**config.mk**
```make
export PLATFORM = sky130hd
export DESIGN_NAME = input_terminal_function_router
export DESIGN_NICKNAME = d
export VERILOG_FILES = /design/src/rtl/in_router_pkg.sv /design/src/rtl/input_terminal_function_router.sv /design/src/rtl/in_router_decode.sv /design/src/rtl/in_router_edge.sv
export SDC_FILE = /design/constraint.sdc
export NUM_CORES = 1
export LEC_CHECK = 0
export BUFFER_PORTS_ARGS = -buffer_cell sky130_fd_sc_hd__buf_2
export CAP_MARGIN = 20
export CORE_ASPECT_RATIO = 2
export CORE_MARGIN = 2
export CORE_UTILIZATION = 61
export DETAILED_ROUTE_END_ITERATION = 8
export GPL_TIMING_DRIVEN = 0
export PLACE_DENSITY = 0.83
export SYNTH_ARGS = -nofsm -noshare
export SYNTH_HDL_FRONTEND = slang
export SYNTH_HIERARCHICAL = 1
export SYNTH_SLANG_ARGS = --single-unit
```
**constraint.sdc**
```tcl
create_clock -name i_sys_clk -period 12.5 [get_ports i_sys_clk]
set_input_delay 1.25 -clock i_sys_clk [delete_from_list [all_inputs] [get_ports i_sys_clk]]
set_output_delay 1.25 -clock i_sys_clk [all_outputs]
set_load 0.02 [all_outputs]
```
**src/rtl/in_router_pkg.sv**
```systemverilog
// Constants for the input terminal function router
// Overview of operation
// [RULE1] Eight input terminals, each routed by its own assignment code.
// [RULE2] Reset codes for terminals 0..7: 3,4,48,49,50,16,18,24.
// [RULE3] Code 0 leaves the terminal unused.
// [RULE4] Codes 1 and 2 request continuous motion positive and negative.
// [RULE5] Codes 3,4,5 request homing, positioning and sequential positioning.
// [RULE6] Codes 6 and 7 request inching positive and negative.
// [RULE7] Codes 8 to 13 start six direct positioning operations.
// [RULE8] Code 16 is free-run: excitation off, brake released.
// [RULE9] Code 17 is excitation control.
// [RULE10] Code 18 is halt.
// [RULE11] Code 24 clears the latched alarm.
// [RULE12] Code 25 presets position; code 26 clears absolute-error alarm.
// [RULE13] Code 27 lifts the configuration-tool lockout.
// [RULE14] Codes 32 to 47 are sixteen general signals.
// [RULE15] Codes 48 to 53 form the six-bit operation data number.
// [RULE16] The same functions also arrive as remote inputs over serial.
// [RULE17] A function on several terminals is active if any is active.
// [RULE18] Alarm and abs-error clears act on fall; preset acts on rise.
// [RULE19] Unassigned excitation or lockout reads active; both sources must agree.
// [RULE20] Per-terminal polarity: 0 normally open, 1 normally closed.
// [RULE21] Unlisted codes are treated as no function.
// [RULE22] Codes sit in six-bit fields writable at run time.
package in_router_pkg;
    localparam int NUM_TERM = 8;
    localparam int CODE_W = 6;
    localparam int NUM_FUNC = 64;
    localparam logic [CODE_W-1:0] CODE_NONE = 6'h00;
    localparam logic [CODE_W-1:0] CODE_CONT_POS = 6'h01;
    localparam logic [CODE_W-1:0] CODE_CONT_NEG = 6'h02;
    localparam logic [CODE_W-1:0] CODE_HOME = 6'h03;
    localparam logic [CODE_W-1:0] CODE_POSITION = 6'h04;
    localparam logic [CODE_W-1:0] CODE_SEQ_POS = 6'h05;
    localparam logic [CODE_W-1:0] CODE_INCH_POS = 6'h06;
    localparam logic [CODE_W-1:0] CODE_INCH_NEG = 6'h07;
    localparam logic [CODE_W-1:0] CODE_DIRECT_0 = 6'h08;
    localparam logic [CODE_W-1:0] CODE_FREE_RUN = 6'h10;
    localparam logic [CODE_W-1:0] CODE_EXCITE = 6'h11;
    localparam logic [CODE_W-1:0] CODE_HALT = 6'h12;
    localparam logic [CODE_W-1:0] CODE_ALARM_CLR = 6'h18;
    localparam logic [CODE_W-1:0] CODE_PRESET = 6'h19;
    localparam logic [CODE_W-1:0] CODE_ABS_CLR = 6'h1a;
    localparam logic [CODE_W-1:0] CODE_LOCKOUT_REL = 6'h1b;
    localparam logic [CODE_W-1:0] CODE_GENERAL_0 = 6'h20;
    localparam logic [CODE_W-1:0] CODE_DATA_SEL_0 = 6'h30;
    localparam int NUM_DIRECT = 6;
    localparam int NUM_GENERAL = 16;
    localparam int NUM_DATA_SEL = 6;
    // Default code per terminal, terminal 0 in the low field
    localparam logic [NUM_TERM*CODE_W-1:0] CODE_RESET =
        {6'h18, 6'h12, 6'h10, 6'h32, 6'h31, 6'h30, 6'h04, 6'h03};
    localparam logic [NUM_TERM-1:0] POLARITY_RESET = 8'h00;
    // AHB register map (byte addresses)
    localparam logic [7:0] ADDR_CODE_LO = 8'h00;
    localparam logic [7:0] ADDR_CODE_HI = 8'h04;
    localparam logic [7:0] ADDR_POLARITY = 8'h08;
    localparam logic [7:0] ADDR_REMOTE = 8'h0c;
    localparam logic [7:0] ADDR_STATUS = 8'h10;
    localparam logic [7:0] ADDR_GENERAL = 8'h14;
    localparam logic [1:0] HTRANS_NONSEQ = 2'h2;
    localparam logic [1:0] HTRANS_SEQ = 2'h3;
endpackage

```
**src/rtl/input_terminal_function_router.sv**
```systemverilog
// Routes eight input terminals and remote inputs onto motion command functions
//
// Added by the designer: the register addresses and the AHB-Lite interface to the registers.
`timescale 1ns/1ns
module input_terminal_function_router
    import in_router_pkg::*;
(
    input wire logic i_sys_clk,
    input wire logic i_rst_n,
    input wire logic [NUM_TERM-1:0] i_input_terminal,
    input wire logic i_remote_valid,
    input wire logic [NUM_FUNC-1:0] i_remote_func,
    input wire logic [31:0] i_haddr,
    input wire logic [1:0] i_htrans,
    input wire logic i_hwrite,
    input wire logic [2:0] i_hsize,
    input wire logic [31:0] i_hwdata,
    input wire logic i_hsel,
    input wire logic i_hready,
    output logic [31:0] o_hrdata,
    output logic o_hreadyout,
    output logic o_hresp,
    output logic o_cont_positive_req,
    output logic o_cont_negative_req,
    output logic o_home_req,
    output logic o_position_req,
    output logic o_sequential_pos_req,
    output logic o_inch_positive_req,
    output logic o_inch_negative_req,
    output logic [NUM_DIRECT-1:0] o_direct_pos_select,
    output logic o_free_run,
    output logic o_excitation_on,
    output logic o_halt,
    output logic o_alarm_clear,
    output logic o_position_preset,
    output logic o_abs_error_clear,
    output logic o_lockout_release,
    output logic [NUM_GENERAL-1:0] o_general_signal,
    output logic [NUM_DATA_SEL-1:0] o_data_select
);
    logic [NUM_TERM*CODE_W-1:0] codes_r;
    logic [NUM_TERM-1:0] polarity_r;
    logic [NUM_FUNC-1:0] remote_r;
    logic remote_en_r;
    logic [NUM_TERM-1:0] term_active;
    logic [NUM_FUNC-1:0] dir_func;
    logic [NUM_FUNC-1:0] dir_assigned;
    logic [NUM_FUNC-1:0] rem_func;
    logic [NUM_FUNC-1:0] func;
    logic excite_lvl;
    logic lockout_lvl;
    logic alarm_fall;
    logic abs_fall;
    logic preset_rise;
    logic wr_pend_r;
    logic [7:0] wr_addr_r;
    logic [7:0] rd_addr;
    logic bus_go;
    logic [NUM_TERM*CODE_W-1:0] codes_nxt;
    logic [NUM_TERM-1:0] polarity_nxt;
    logic remote_en_nxt;
    logic [31:0] hrdata_nxt;

    // Per-terminal polarity, normally closed inverts
    assign term_active = i_input_terminal ^ polarity_r; // [RULE20]

    in_router_decode u_decode
    (
        .i_codes(codes_r),
        .i_active(term_active),
        .o_func(dir_func),
        .o_assigned(dir_assigned)
    );

    // Remote inputs carry the same function numbering
    assign rem_func = remote_en_r ? remote_r : '0; // [RULE16]

    // AND of present sources, an absent source reads active
    function automatic logic both_sources(input logic dir_on, input logic dir_set,
        input logic rem_on, input logic rem_set);
        both_sources = (dir_set ? dir_on : 1'b1) & (rem_set ? rem_on : 1'b1);
    endfunction

    always_comb
    begin
        func = dir_func | rem_func; // [RULE17]
        excite_lvl = both_sources(dir_func[CODE_EXCITE], dir_assigned[CODE_EXCITE],
            remote_r[CODE_EXCITE], remote_en_r); // [RULE19]
        lockout_lvl = both_sources(dir_func[CODE_LOCKOUT_REL], dir_assigned[CODE_LOCKOUT_REL],
            remote_r[CODE_LOCKOUT_REL], remote_en_r); // [RULE19]
    end

    in_router_edge u_alarm_edge
    (
        .i_sys_clk(i_sys_clk),
        .i_rst_n(i_rst_n),
        .i_level(func[CODE_ALARM_CLR]),
        .o_rise(),
        .o_fall(alarm_fall)
    );

    in_router_edge u_abs_edge
    (
        .i_sys_clk(i_sys_clk),
        .i_rst_n(i_rst_n),
        .i_level(func[CODE_ABS_CLR]),
        .o_rise(),
        .o_fall(abs_fall)
    );

    in_router_edge u_preset_edge
    (
        .i_sys_clk(i_sys_clk),
        .i_rst_n(i_rst_n),
        .i_level(func[CODE_PRESET]),
        .o_rise(preset_rise),
        .o_fall()
    );

    // Motion requests
    always_ff @(posedge i_sys_clk or negedge i_rst_n)
    begin
        if (!i_rst_n)
        begin
            o_cont_positive_req <= 1'b0;
            o_cont_negative_req <= 1'b0;
            o_home_req <= 1'b0;
            o_position_req <= 1'b0;
            o_sequential_pos_req <= 1'b0;
            o_inch_positive_req <= 1'b0;
            o_inch_negative_req <= 1'b0;
            o_direct_pos_select <= '0;
        end
        else
        begin
            o_cont_positive_req <= func[CODE_CONT_POS]; // [RULE4]
            o_cont_negative_req <= func[CODE_CONT_NEG]; // [RULE4]
            o_home_req <= func[CODE_HOME]; // [RULE5]
            o_position_req <= func[CODE_POSITION]; // [RULE5]
            o_sequential_pos_req <= func[CODE_SEQ_POS]; // [RULE5]
            o_inch_positive_req <= func[CODE_INCH_POS]; // [RULE6]
            o_inch_negative_req <= func[CODE_INCH_NEG]; // [RULE6]
            o_direct_pos_select <= func[CODE_DIRECT_0 +: NUM_DIRECT]; // [RULE7]
        end
    end

    // Excitation, brake, stop and lockout levels
    always_ff @(posedge i_sys_clk or negedge i_rst_n)
    begin
        if (!i_rst_n)
        begin
            o_free_run <= 1'b0;
            o_excitation_on <= 1'b0;
            o_halt <= 1'b0;
            o_lockout_release <= 1'b0;
        end
        else
        begin
            o_free_run <= func[CODE_FREE_RUN]; // [RULE8]
            o_excitation_on <= excite_lvl; // [RULE9]
            o_halt <= func[CODE_HALT]; // [RULE10]
            o_lockout_release <= lockout_lvl; // [RULE13]
        end
    end

    // General signals and operation data number
    always_ff @(posedge i_sys_clk or negedge i_rst_n)
    begin
        if (!i_rst_n)
        begin
            o_general_signal <= '0;
            o_data_select <= '0;
        end
        else
        begin
            o_general_signal <= func[CODE_GENERAL_0 +: NUM_GENERAL]; // [RULE14]
            o_data_select <= func[CODE_DATA_SEL_0 +: NUM_DATA_SEL]; // [RULE15]
        end
    end

    // One-cycle action pulses
    always_ff @(posedge i_sys_clk or negedge i_rst_n)
    begin
        if (!i_rst_n)
            o_alarm_clear <= 1'b0;
        else
            o_alarm_clear <= alarm_fall; // [RULE11] [RULE18]
    end

    always_ff @(posedge i_sys_clk or negedge i_rst_n)
    begin
        if (!i_rst_n)
            o_abs_error_clear <= 1'b0;
        else
            o_abs_error_clear <= abs_fall; // [RULE12] [RULE18]
    end

    always_ff @(posedge i_sys_clk or negedge i_rst_n)
    begin
        if (!i_rst_n)
            o_position_preset <= 1'b0;
        else
            o_position_preset <= preset_rise; // [RULE12] [RULE18]
    end

    // AHB-Lite slave, zero wait states
    assign bus_go = i_hsel & i_hready & i_htrans[1];
    assign o_hreadyout = 1'b1;
    assign o_hresp = 1'b0;
    assign rd_addr = i_haddr[7:0];

    always_ff @(posedge i_sys_clk or negedge i_rst_n)
    begin
        if (!i_rst_n)
        begin
            wr_pend_r <= 1'b0;
            wr_addr_r <= '0;
        end
        else
        begin
            wr_pend_r <= bus_go & i_hwrite;
            wr_addr_r <= i_haddr[7:0];
        end
    end

    function automatic logic [23:0] unpack4(input logic [31:0] w);
        unpack4 = {w[29:24], w[21:16], w[13:8], w[5:0]};
    endfunction

    // Next configuration; a write lands at the end of its data phase
    always_comb
    begin
        codes_nxt = codes_r;
        polarity_nxt = polarity_r;
        remote_en_nxt = remote_en_r;
        if (wr_pend_r)
        begin
            unique case (wr_addr_r)
                ADDR_CODE_LO:
                    codes_nxt[23:0] = unpack4(i_hwdata); // [RULE22]
                ADDR_CODE_HI:
                    codes_nxt[47:24] = unpack4(i_hwdata); // [RULE22]
                ADDR_POLARITY:
                    polarity_nxt = i_hwdata[NUM_TERM-1:0]; // [RULE20]
                ADDR_REMOTE:
                    remote_en_nxt = i_hwdata[0]; // [RULE16]
                default:
                    ;
            endcase
        end
    end

    always_ff @(posedge i_sys_clk or negedge i_rst_n)
    begin
        if (!i_rst_n)
        begin
            codes_r <= CODE_RESET; // [RULE2]
            polarity_r <= POLARITY_RESET;
            remote_en_r <= 1'b0;
        end
        else
        begin
            codes_r <= codes_nxt;
            polarity_r <= polarity_nxt;
            remote_en_r <= remote_en_nxt;
        end
    end

    // A bus write in the same cycle wins over a remote update
    always_ff @(posedge i_sys_clk or negedge i_rst_n)
    begin
        if (!i_rst_n)
            remote_r <= '0;
        else if (!wr_pend_r && i_remote_valid)
            remote_r <= i_remote_func; // [RULE16]
    end

    function automatic logic [31:0] pack4(input logic [23:0] f);
        pack4 = {2'h0, f[23:18], 2'h0, f[17:12], 2'h0, f[11:6], 2'h0, f[5:0]};
    endfunction

    // Writable registers read from next-state values, so a read right behind a write sees it
    always_comb
    begin
        hrdata_nxt = o_hrdata;
        if (bus_go && !i_hwrite)
        begin
            unique case (rd_addr)
                ADDR_CODE_LO: hrdata_nxt = pack4(codes_nxt[23:0]);
                ADDR_CODE_HI: hrdata_nxt = pack4(codes_nxt[47:24]);
                ADDR_POLARITY: hrdata_nxt = {24'h0, polarity_nxt};
                ADDR_REMOTE: hrdata_nxt = {31'h0, remote_en_nxt};
                ADDR_STATUS: hrdata_nxt = {16'h0, term_active,
                    2'h0, o_data_select};
                ADDR_GENERAL: hrdata_nxt = {16'h0, o_general_signal};
                default: hrdata_nxt = '0;
            endcase
        end
    end

    always_ff @(posedge i_sys_clk or negedge i_rst_n)
    begin
        if (!i_rst_n)
            o_hrdata <= '0;
        else
            o_hrdata <= hrdata_nxt;
    end
endmodule

```
**src/rtl/in_router_decode.sv**
```systemverilog
// Code-to-function decoder for all terminals, with OR-combining
`timescale 1ns/1ns
module in_router_decode
    import in_router_pkg::*;
(
    input wire logic [NUM_TERM*CODE_W-1:0] i_codes,
    input wire logic [NUM_TERM-1:0] i_active,
    output logic [NUM_FUNC-1:0] o_func,
    output logic [NUM_FUNC-1:0] o_assigned
);
    function automatic logic code_valid(input logic [CODE_W-1:0] c);
        code_valid = (c >= 6'h01 && c <= 6'h0d) || (c >= 6'h10 && c <= 6'h12)
            || (c >= 6'h18 && c <= 6'h1b) || (c >= 6'h20 && c <= 6'h35); // [RULE21]
    endfunction

    always_comb
    begin
        logic [CODE_W-1:0] c;
        c = '0;
        o_func = '0;
        o_assigned = '0;
        for (int t = 0; t < NUM_TERM; t++)
        begin
            c = i_codes[t*CODE_W +: CODE_W]; // [RULE1]
            if (c != CODE_NONE && code_valid(c)) // [RULE3] [RULE21]
            begin
                o_assigned[c] = 1'b1;
                o_func[c] = o_func[c] | i_active[t]; // [RULE17]
            end
        end
    end
endmodule

```
**src/rtl/in_router_edge.sv**
```systemverilog
// Rise and fall pulse detector for one-shot functions
`timescale 1ns/1ns
module in_router_edge
(
    input wire logic i_sys_clk,
    input wire logic i_rst_n,
    input wire logic i_level,
    output logic o_rise,
    output logic o_fall
);
    logic level_r;

    always_ff @(posedge i_sys_clk or negedge i_rst_n)
    begin
        if (!i_rst_n)
            level_r <= 1'b0;
        else
            level_r <= i_level;
    end

    assign o_rise = i_level & ~level_r;
    assign o_fall = ~i_level & level_r;
endmodule

```
==> results.sh, run 1 <==
export IMPL_grt_overflow=623
export IMPL_dpl_hpwl_um=74100
export IMPL_synthCells=2444
export IMPL_syn_area_um2=18100
export IMPL_grt_max_degree=98
export IMPL_ioPinCount=223
export IMPL_track_usage=0.746
export IMPL_dieHeight_um=248
export IMPL_start_util=0.616
export IMPL_ctsLongestPathBuffers=2
export IMPL_grt_pass1_vias=25400
export IMPL_cts_buffers=17
export IMPL_cts_root_buf="clkbuf_16"
export IMPL_cts_htree_levels=4
export IMPL_grt_pass1_wl_um=181000
export IMPL_error_line="[ERROR GRT-0116] Global routing finished with congestion. Check the congestion regions in the DRC Viewer."
export IMPL_stop_stage="global routing"
export IMPL_syn_avg_cell_area_um2=7.41
export IMPL_gp_congestion=1.46
export IMPL_synth_warnings=6
export IMPL_die_w_um=126
export IMPL_portBuffers=160
export IMPL_rows=89
export IMPL_status="did not finish"
[timing repair]
action,4_1_cts
setup buffers,5
endpoints found under the hold margin,0
hold buffers,0
setup endpoints to repair,45
pin swaps,3
gates resized for setup,11
[per-layer routing]
layer	global-route usage	overflow
met4	0.800	169
met5	0.162	3
met3	0.506	11
met1	0.700	1
met2	1.01	439
[stage by stage]
stage,setup WS [ps],instance area [um2],hold slack [ps],instances,utilization
4_1_cts,86.1,20200,428,3020,0.688
3_3_place_gp,-1750,19400,390,2972,0.659
3_5_place_dp,-1730,19500,394,2983,0.663
2_1_floorplan,2930,18100,378,2448,-
==> inputs of run 2 (changes only) <==
- CORE_ASPECT_RATIO: 2 -> default
- CORE_UTILIZATION: 61 -> 40
- PLACE_DENSITY: 0.83 -> default
- PLACE_DENSITY_LB_ADDON: default -> 0.15
==> run 2 against run 1 <==
The run now ends clean. Synthesized cell count unchanged. Area after synthesis unchanged.
==> results.sh, run 2 <==
export IMPL_status="finished clean"
export IMPL_synth_warnings=6
export IMPL_crit_path_top_delay_cell="o31ai_4"
export IMPL_num_fill_cells=4622
export IMPL_num_vias=21100
export IMPL_area_growth_pct=13.7
export IMPL_power_mw=1.46
export IMPL_antenna_found_initial=3
export IMPL_busiest_layer="met2"
export IMPL_layout_common_cells="nand2_1, nor2_1, buf_2, dfrtp_1, a21oi_1"
export IMPL_required_ps=12880
export IMPL_cts_tree="built"
export IMPL_finalHoldViolCount=0
export IMPL_max_cap_viol_count=0
export IMPL_grt_overflow=0
export IMPL_r2r_cells=39
export IMPL_met1_usage=0.519
export IMPL_worstSetupStartpointType="primary input"
export IMPL_reg2reg_to="o_abs_error_clear$_DFF_PN0_"
export IMPL_maxSlewHeadroom=0.163
export IMPL_first_iter_violations=2746
export IMPL_clock_latency_ps=440
export IMPL_drive_gt1_frac=0.195
export IMPL_start_util=0.408
export IMPL_grt_pass1_vias=20000
export IMPL_cts_root_buf="clkbuf_16"
export IMPL_swShare=0.329
export IMPL_min_path_type="flip-flop to flip-flop"
export IMPL_cts_num_sinks=181
export IMPL_max_stage_delay_ps=460
export IMPL_post_route_period_util=0.975
export IMPL_pwr_share_seq=0.446
export IMPL_grt_met3_usage=0.0654
export IMPL_hold_buffers=0
export IMPL_largest_register="codes_r"
export IMPL_dpl_hpwl_um=73900
export IMPL_period_needed_ps=12190
export IMPL_p_switching_mw=0.480
export IMPL_rsz0062_at_grt="false"
export IMPL_clock_power_share=0.353
export IMPL_slew_violations=0
export IMPL_final_common_cell="nand2_1"
export IMPL_synthCells=2444
export IMPL_ir_worst_vdd_mv=0.118
export IMPL_hold_depth=1
export IMPL_whs_ps=408
export IMPL_dieHeight_um=217
export IMPL_gp_congestion=0.979
export IMPL_combinationalPowerShare=0.202
export IMPL_critPathMaxFanout=10
export IMPL_gr_usage_met2=0.605
export IMPL_max_freq_mhz=82.1
export IMPL_power_density_nw_per_um2=70.9
export IMPL_reg_top3="codes_r: 48 flops, remote_r: 42 flops, o_hrdata: 28 flops"
export IMPL_core_area_um2=44400
export IMPL_drt_wl_total_um=91100
export IMPL_skew_ps=14.1
export IMPL_cp_arrival_ps=12560
export IMPL_wire_per_inst_um=28.0
export IMPL_syn_area_um2=18100
export IMPL_seqCellArea_um2=4550
export IMPL_clk_pin_slew_ps=70
export IMPL_die_w_um=217
export IMPL_fp_dieArea_um2=47000
export IMPL_rows=77
export IMPL_path_class="primary input to flip-flop"
export IMPL_internal_power_mw=0.980
export IMPL_nets=2790
export IMPL_drt_first_pass_iters=7
export IMPL_ctsLongestPathBuffers=2
export IMPL_tightestPinTransition_ps=1250
export IMPL_grt_max_degree=98
export IMPL_portBuffers=160
export IMPL_largest_register_ffs=48
export IMPL_syn_avg_cell_area_um2=7.41
export IMPL_track_usage=0.381
export IMPL_cts_htree_levels=4
export IMPL_hp_start="u_preset_edge/level_r$_DFF_PN0_"
export IMPL_worst_setup_path_end_kind="flip-flop"
export IMPL_avgViaCountPerCell=6.49
export IMPL_hold_path_end="o_position_preset$_DFF_PN0_"
export IMPL_multi_input_area_um2=12800
export IMPL_grt_pass1_wl_um=134000
export IMPL_ant_nets=0
export IMPL_ioPinCount=223
export IMPL_power_leakage_nw=8.21
export IMPL_reg2reg_slack_ps=710
export IMPL_reg2reg_from="codes_r[6]$_DFF_PN0_"
export IMPL_setup_viol=0
export IMPL_cts_buffers=17
export IMPL_drc=0
[run 2: worst max-delay path by stage]
stage | startpoint | endpoint | slack [ps] | depth (start not counted)
final | i_input_terminal[0] | o_abs_error_clear$_DFF_PN0_ | 310 | 40
after global routing | i_input_terminal[0] | o_abs_error_clear$_DFF_PN0_ | 10 | 40
after floorplan | i_input_terminal[0] | o_abs_error_clear$_DFF_PN0_ | 2930 | 37
after global placement | i_input_terminal[0] | o_abs_error_clear$_DFF_PN0_ | -1520 | 39
after detailed placement | i_input_terminal[0] | o_abs_error_clear$_DFF_PN0_ | -1480 | 39
after CTS | i_input_terminal[0] | o_abs_error_clear$_DFF_PN0_ | 10 | 40
[run 2: worst max-delay path, delay by kind of cell]
kind / cells / cell delay (ps)
simple gates: 8 / 2000
buf+inv: 10 / 2550
compound gates: 21 / 6500
xor+xnor: 1 / 230
[run 2: per-layer routing]
metal	wire, um	share of wire
met5	25	0.00027
met4	3720	0.041
met3	7990	0.088
met2	40600	0.45
met1	38800	0.43
[run 2: cell type report]
class,instances,share of cell area
inverter,23,0.00419
multi-input combinational,2069,0.623
buffer,175,0.0420
clock buffer,17,0.0207
sequential,181,0.221
timing repair buffer,176,0.0460
tap,592,0.0360
antenna,2,0.000243
clock inverter,15,0.00674
[run 2: power by group through the flow]
stage	registers, mW	clock network, mW	logic (mW)
after CTS	0.651	0.524	0.286
after global routing	0.655	0.548	0.311
after detailed placement	0.662	0	0.283
after floorplan	0.667	0	0.148
final	0.651	0.515	0.294
after global placement	0.661	0	0.279
[run 2: what timing repair did]
action	CTS	global route
cloned	0	0
setup endpoints to repair	45	45
buffers inserted	3	5
pin swaps	3	5
gates resized for setup	17	24
[run 2: per-stage QoR]
stage	setup WS (ps)	area (um2)	cells	setup TNS, ps	util
finish	313	20600	3250	0	0.464
CTS	13.1	20400	3240	0	0.460
global placement	-1520	19700	3200	-57390	0.443
detailed placement	-1480	19700	3205	-55420	0.444
floorplan	2930	18100	2448	0	-
global route	13.9	20600	3248	0	0.464
(Power assumes the default switching activity.)
==> inputs of run 3 (changes only) <==
==> constraint.sdc (replaced) <==
create_clock -name i_sys_clk -period 15.54 [get_ports i_sys_clk]
set_input_delay 3.108 -clock i_sys_clk [delete_from_list [all_inputs] [get_ports i_sys_clk]]
set_output_delay 3.108 -clock i_sys_clk [all_outputs]
set_load 0.02 [all_outputs]
==> run 3 against run 2 <==
Combinational power decreased by 20%. Highest routed layer unchanged. Sequential share of layout area increased by 0.19 points. Worst hold slack about the same.
==> results.sh, run 3 (synthesis results as in run 2) <==
export IMPL_final_cells=3243
export IMPL_drt_wl_total_um=90700
export IMPL_largest_register="codes_r"
export IMPL_fin_area_um2=20400
export IMPL_maxSlewHeadroom=0.165
export IMPL_worst_setup_path_end_kind="flip-flop"
export IMPL_reg2reg_from="polarity_r[0]$_DFF_PN0_"
export IMPL_clk_pin_slew_ps=70
export IMPL_status="finished clean"
export IMPL_crit_buf_inv=10
export IMPL_gp_congestion=0.979
export IMPL_power_leakage_nw=8.17
export IMPL_fp_dieArea_um2=47000
export IMPL_critPathMaxFanout=10
export IMPL_antenna_found_initial=3
export IMPL_portBuffers=160
export IMPL_clock_latency_ps=440
export IMPL_worstSetupStartpointType="primary input"
export IMPL_place_area_um2=19700
export IMPL_area_growth_pct=12.8
export IMPL_cts_num_sinks=181
export IMPL_rsz0062_at_grt="false"
export IMPL_path_class="primary input to flip-flop"
export IMPL_crit_path_top_delay_cell="o31ai_2"
export IMPL_drive_gt1_frac=0.186
export IMPL_ant_nets=0
export IMPL_crit_top_cell="buf_2"
export IMPL_reg_top3="codes_r: 48 flops, remote_r: 42 flops, o_hrdata: 28 flops"
export IMPL_hold_buffers=0
export IMPL_cts_buffers=17
export IMPL_ctsLongestPathBuffers=2
export IMPL_first_iter_violations=2778
export IMPL_post_route_period_util=0.976
export IMPL_avgViaCountPerCell=6.50
export IMPL_r2r_cells=39
export IMPL_drt_first_pass_iters=6
export IMPL_cts_setup_buffers=0
export IMPL_num_fill_cells=4634
export IMPL_grt_pass1_wl_um=133000
export IMPL_nets=2783
export IMPL_dieHeight_um=217
export IMPL_grt_pass1_vias=20000
export IMPL_skew_ps=13.7
export IMPL_track_usage=0.380
export IMPL_cts_tree="built"
export IMPL_grt_overflow=0
export IMPL_setup_worst_path_end="o_abs_error_clear$_DFF_PN0_"
export IMPL_ioPinCount=223
export IMPL_layout_common_cells="nand2_1, nor2_1, buf_2, dfrtp_1, a21oi_1"
export IMPL_min_path_type="flip-flop to flip-flop"
export IMPL_critPathLaunch="i_input_terminal[0]"
export IMPL_drc=0
export IMPL_dp_cells=3205
export IMPL_die_w_um=217
export IMPL_reg2reg_to="o_abs_error_clear$_DFF_PN0_"
export IMPL_grt_max_degree=98
export IMPL_crit_family="compound AO/OA/AOI/OAI gates"
export IMPL_core_area_um2=44400
export IMPL_dpl_hpwl_um=73900
export IMPL_multi_input_area_um2=12700
export IMPL_reg2reg_slack_ps=2720
export IMPL_tightestPinTransition_ps=1240
export IMPL_cts_root_buf="clkbuf_16"
export IMPL_max_freq_mhz=65.9
export IMPL_power_density_nw_per_um2=57.4
export IMPL_postCtsResizedCells=0
export IMPL_cp_arrival_ps=15550
export IMPL_power_mw=1.17
export IMPL_finalHoldViolCount=0
export IMPL_period_needed_ps=15170
export IMPL_rows=77
export IMPL_cts_htree_levels=4
export IMPL_ir_worst_vdd_mv=0.0949
export IMPL_num_vias=21100
export IMPL_required_ps=15920
export IMPL_largest_register_ffs=48
export IMPL_cp_depth=40
export IMPL_seqCellArea_um2=4550
export IMPL_setup_viol=0
export IMPL_wire_per_inst_um=28.0
export IMPL_max_stage_delay_ps=600
export IMPL_start_util=0.408
export IMPL_slew_violations=0
export IMPL_max_cap_viol_count=0
export IMPL_final_common_cell="nand2_1"
-- run 3: changes by cell type in the layout (fill, tap and decap cells not counted), sizes merged --
cell	before	now
buf	251	244
-- run 3: per-stage QoR --
step	util	setup TNS [ps]	hold WS, ps	setup WS [ps]
2_1_floorplan	-	0	378	4110
3_3_place_gp	0.443	-6040	387	-334
3_5_place_dp	0.444	-4530	397	-301
4_1_cts	0.457	0	406	144
5_1_grt	0.460	0	429	48.9
6_report	0.460	0	408	368
-- run 3: worst min-delay path by stage --
| stage | from | to | slack, ps | cells past startpoint |
|---|---|---|---|---|
| floorplan | u_preset_edge/level_r$_DFF_PN0_ | o_position_preset$_DFF_PN0_ | 380 | 1 |
| global placement | u_preset_edge/level_r$_DFF_PN0_ | o_position_preset$_DFF_PN0_ | 390 | 1 |
| detailed placement | u_preset_edge/level_r$_DFF_PN0_ | o_position_preset$_DFF_PN0_ | 400 | 1 |
| CTS | u_preset_edge/level_r$_DFF_PN0_ | o_position_preset$_DFF_PN0_ | 410 | 1 |
| global route | u_preset_edge/level_r$_DFF_PN0_ | o_position_preset$_DFF_PN0_ | 430 | 1 |
| finish | u_preset_edge/level_r$_DFF_PN0_ | o_position_preset$_DFF_PN0_ | 410 | 1 |
-- run 3: report_power, final --
part / leakage, nW / total (mW) / switching, mW / internal (mW)
Clock: 0.266 / 0.414 / 0.203 / 0.211
Sequential: 2.26 / 0.524 / 0.0225 / 0.501
Combinational: 5.65 / 0.234 / 0.159 / 0.0751
Total: 8.17 / 1.17 / 0.385 / 0.787
-- run 3: metal layers --
metal	track usage	wire, um
met1	0.518	38500
met2	0.603	40500
met3	0.0664	8030
met4	0.142	3560
met5	0	26
-- run 3: layout make-up --
cell class	instances	area share
Timing Repair Buffer	169	0.0438
Buffer	175	0.0422
Tap cell	592	0.0363
Clock inverter	15	0.00680
Inverter	23	0.00423
Antenna cell	2	0.000245
Clock buffer	17	0.0208
Multi-Input combinational cell	2069	0.623
Sequential cell	181	0.223
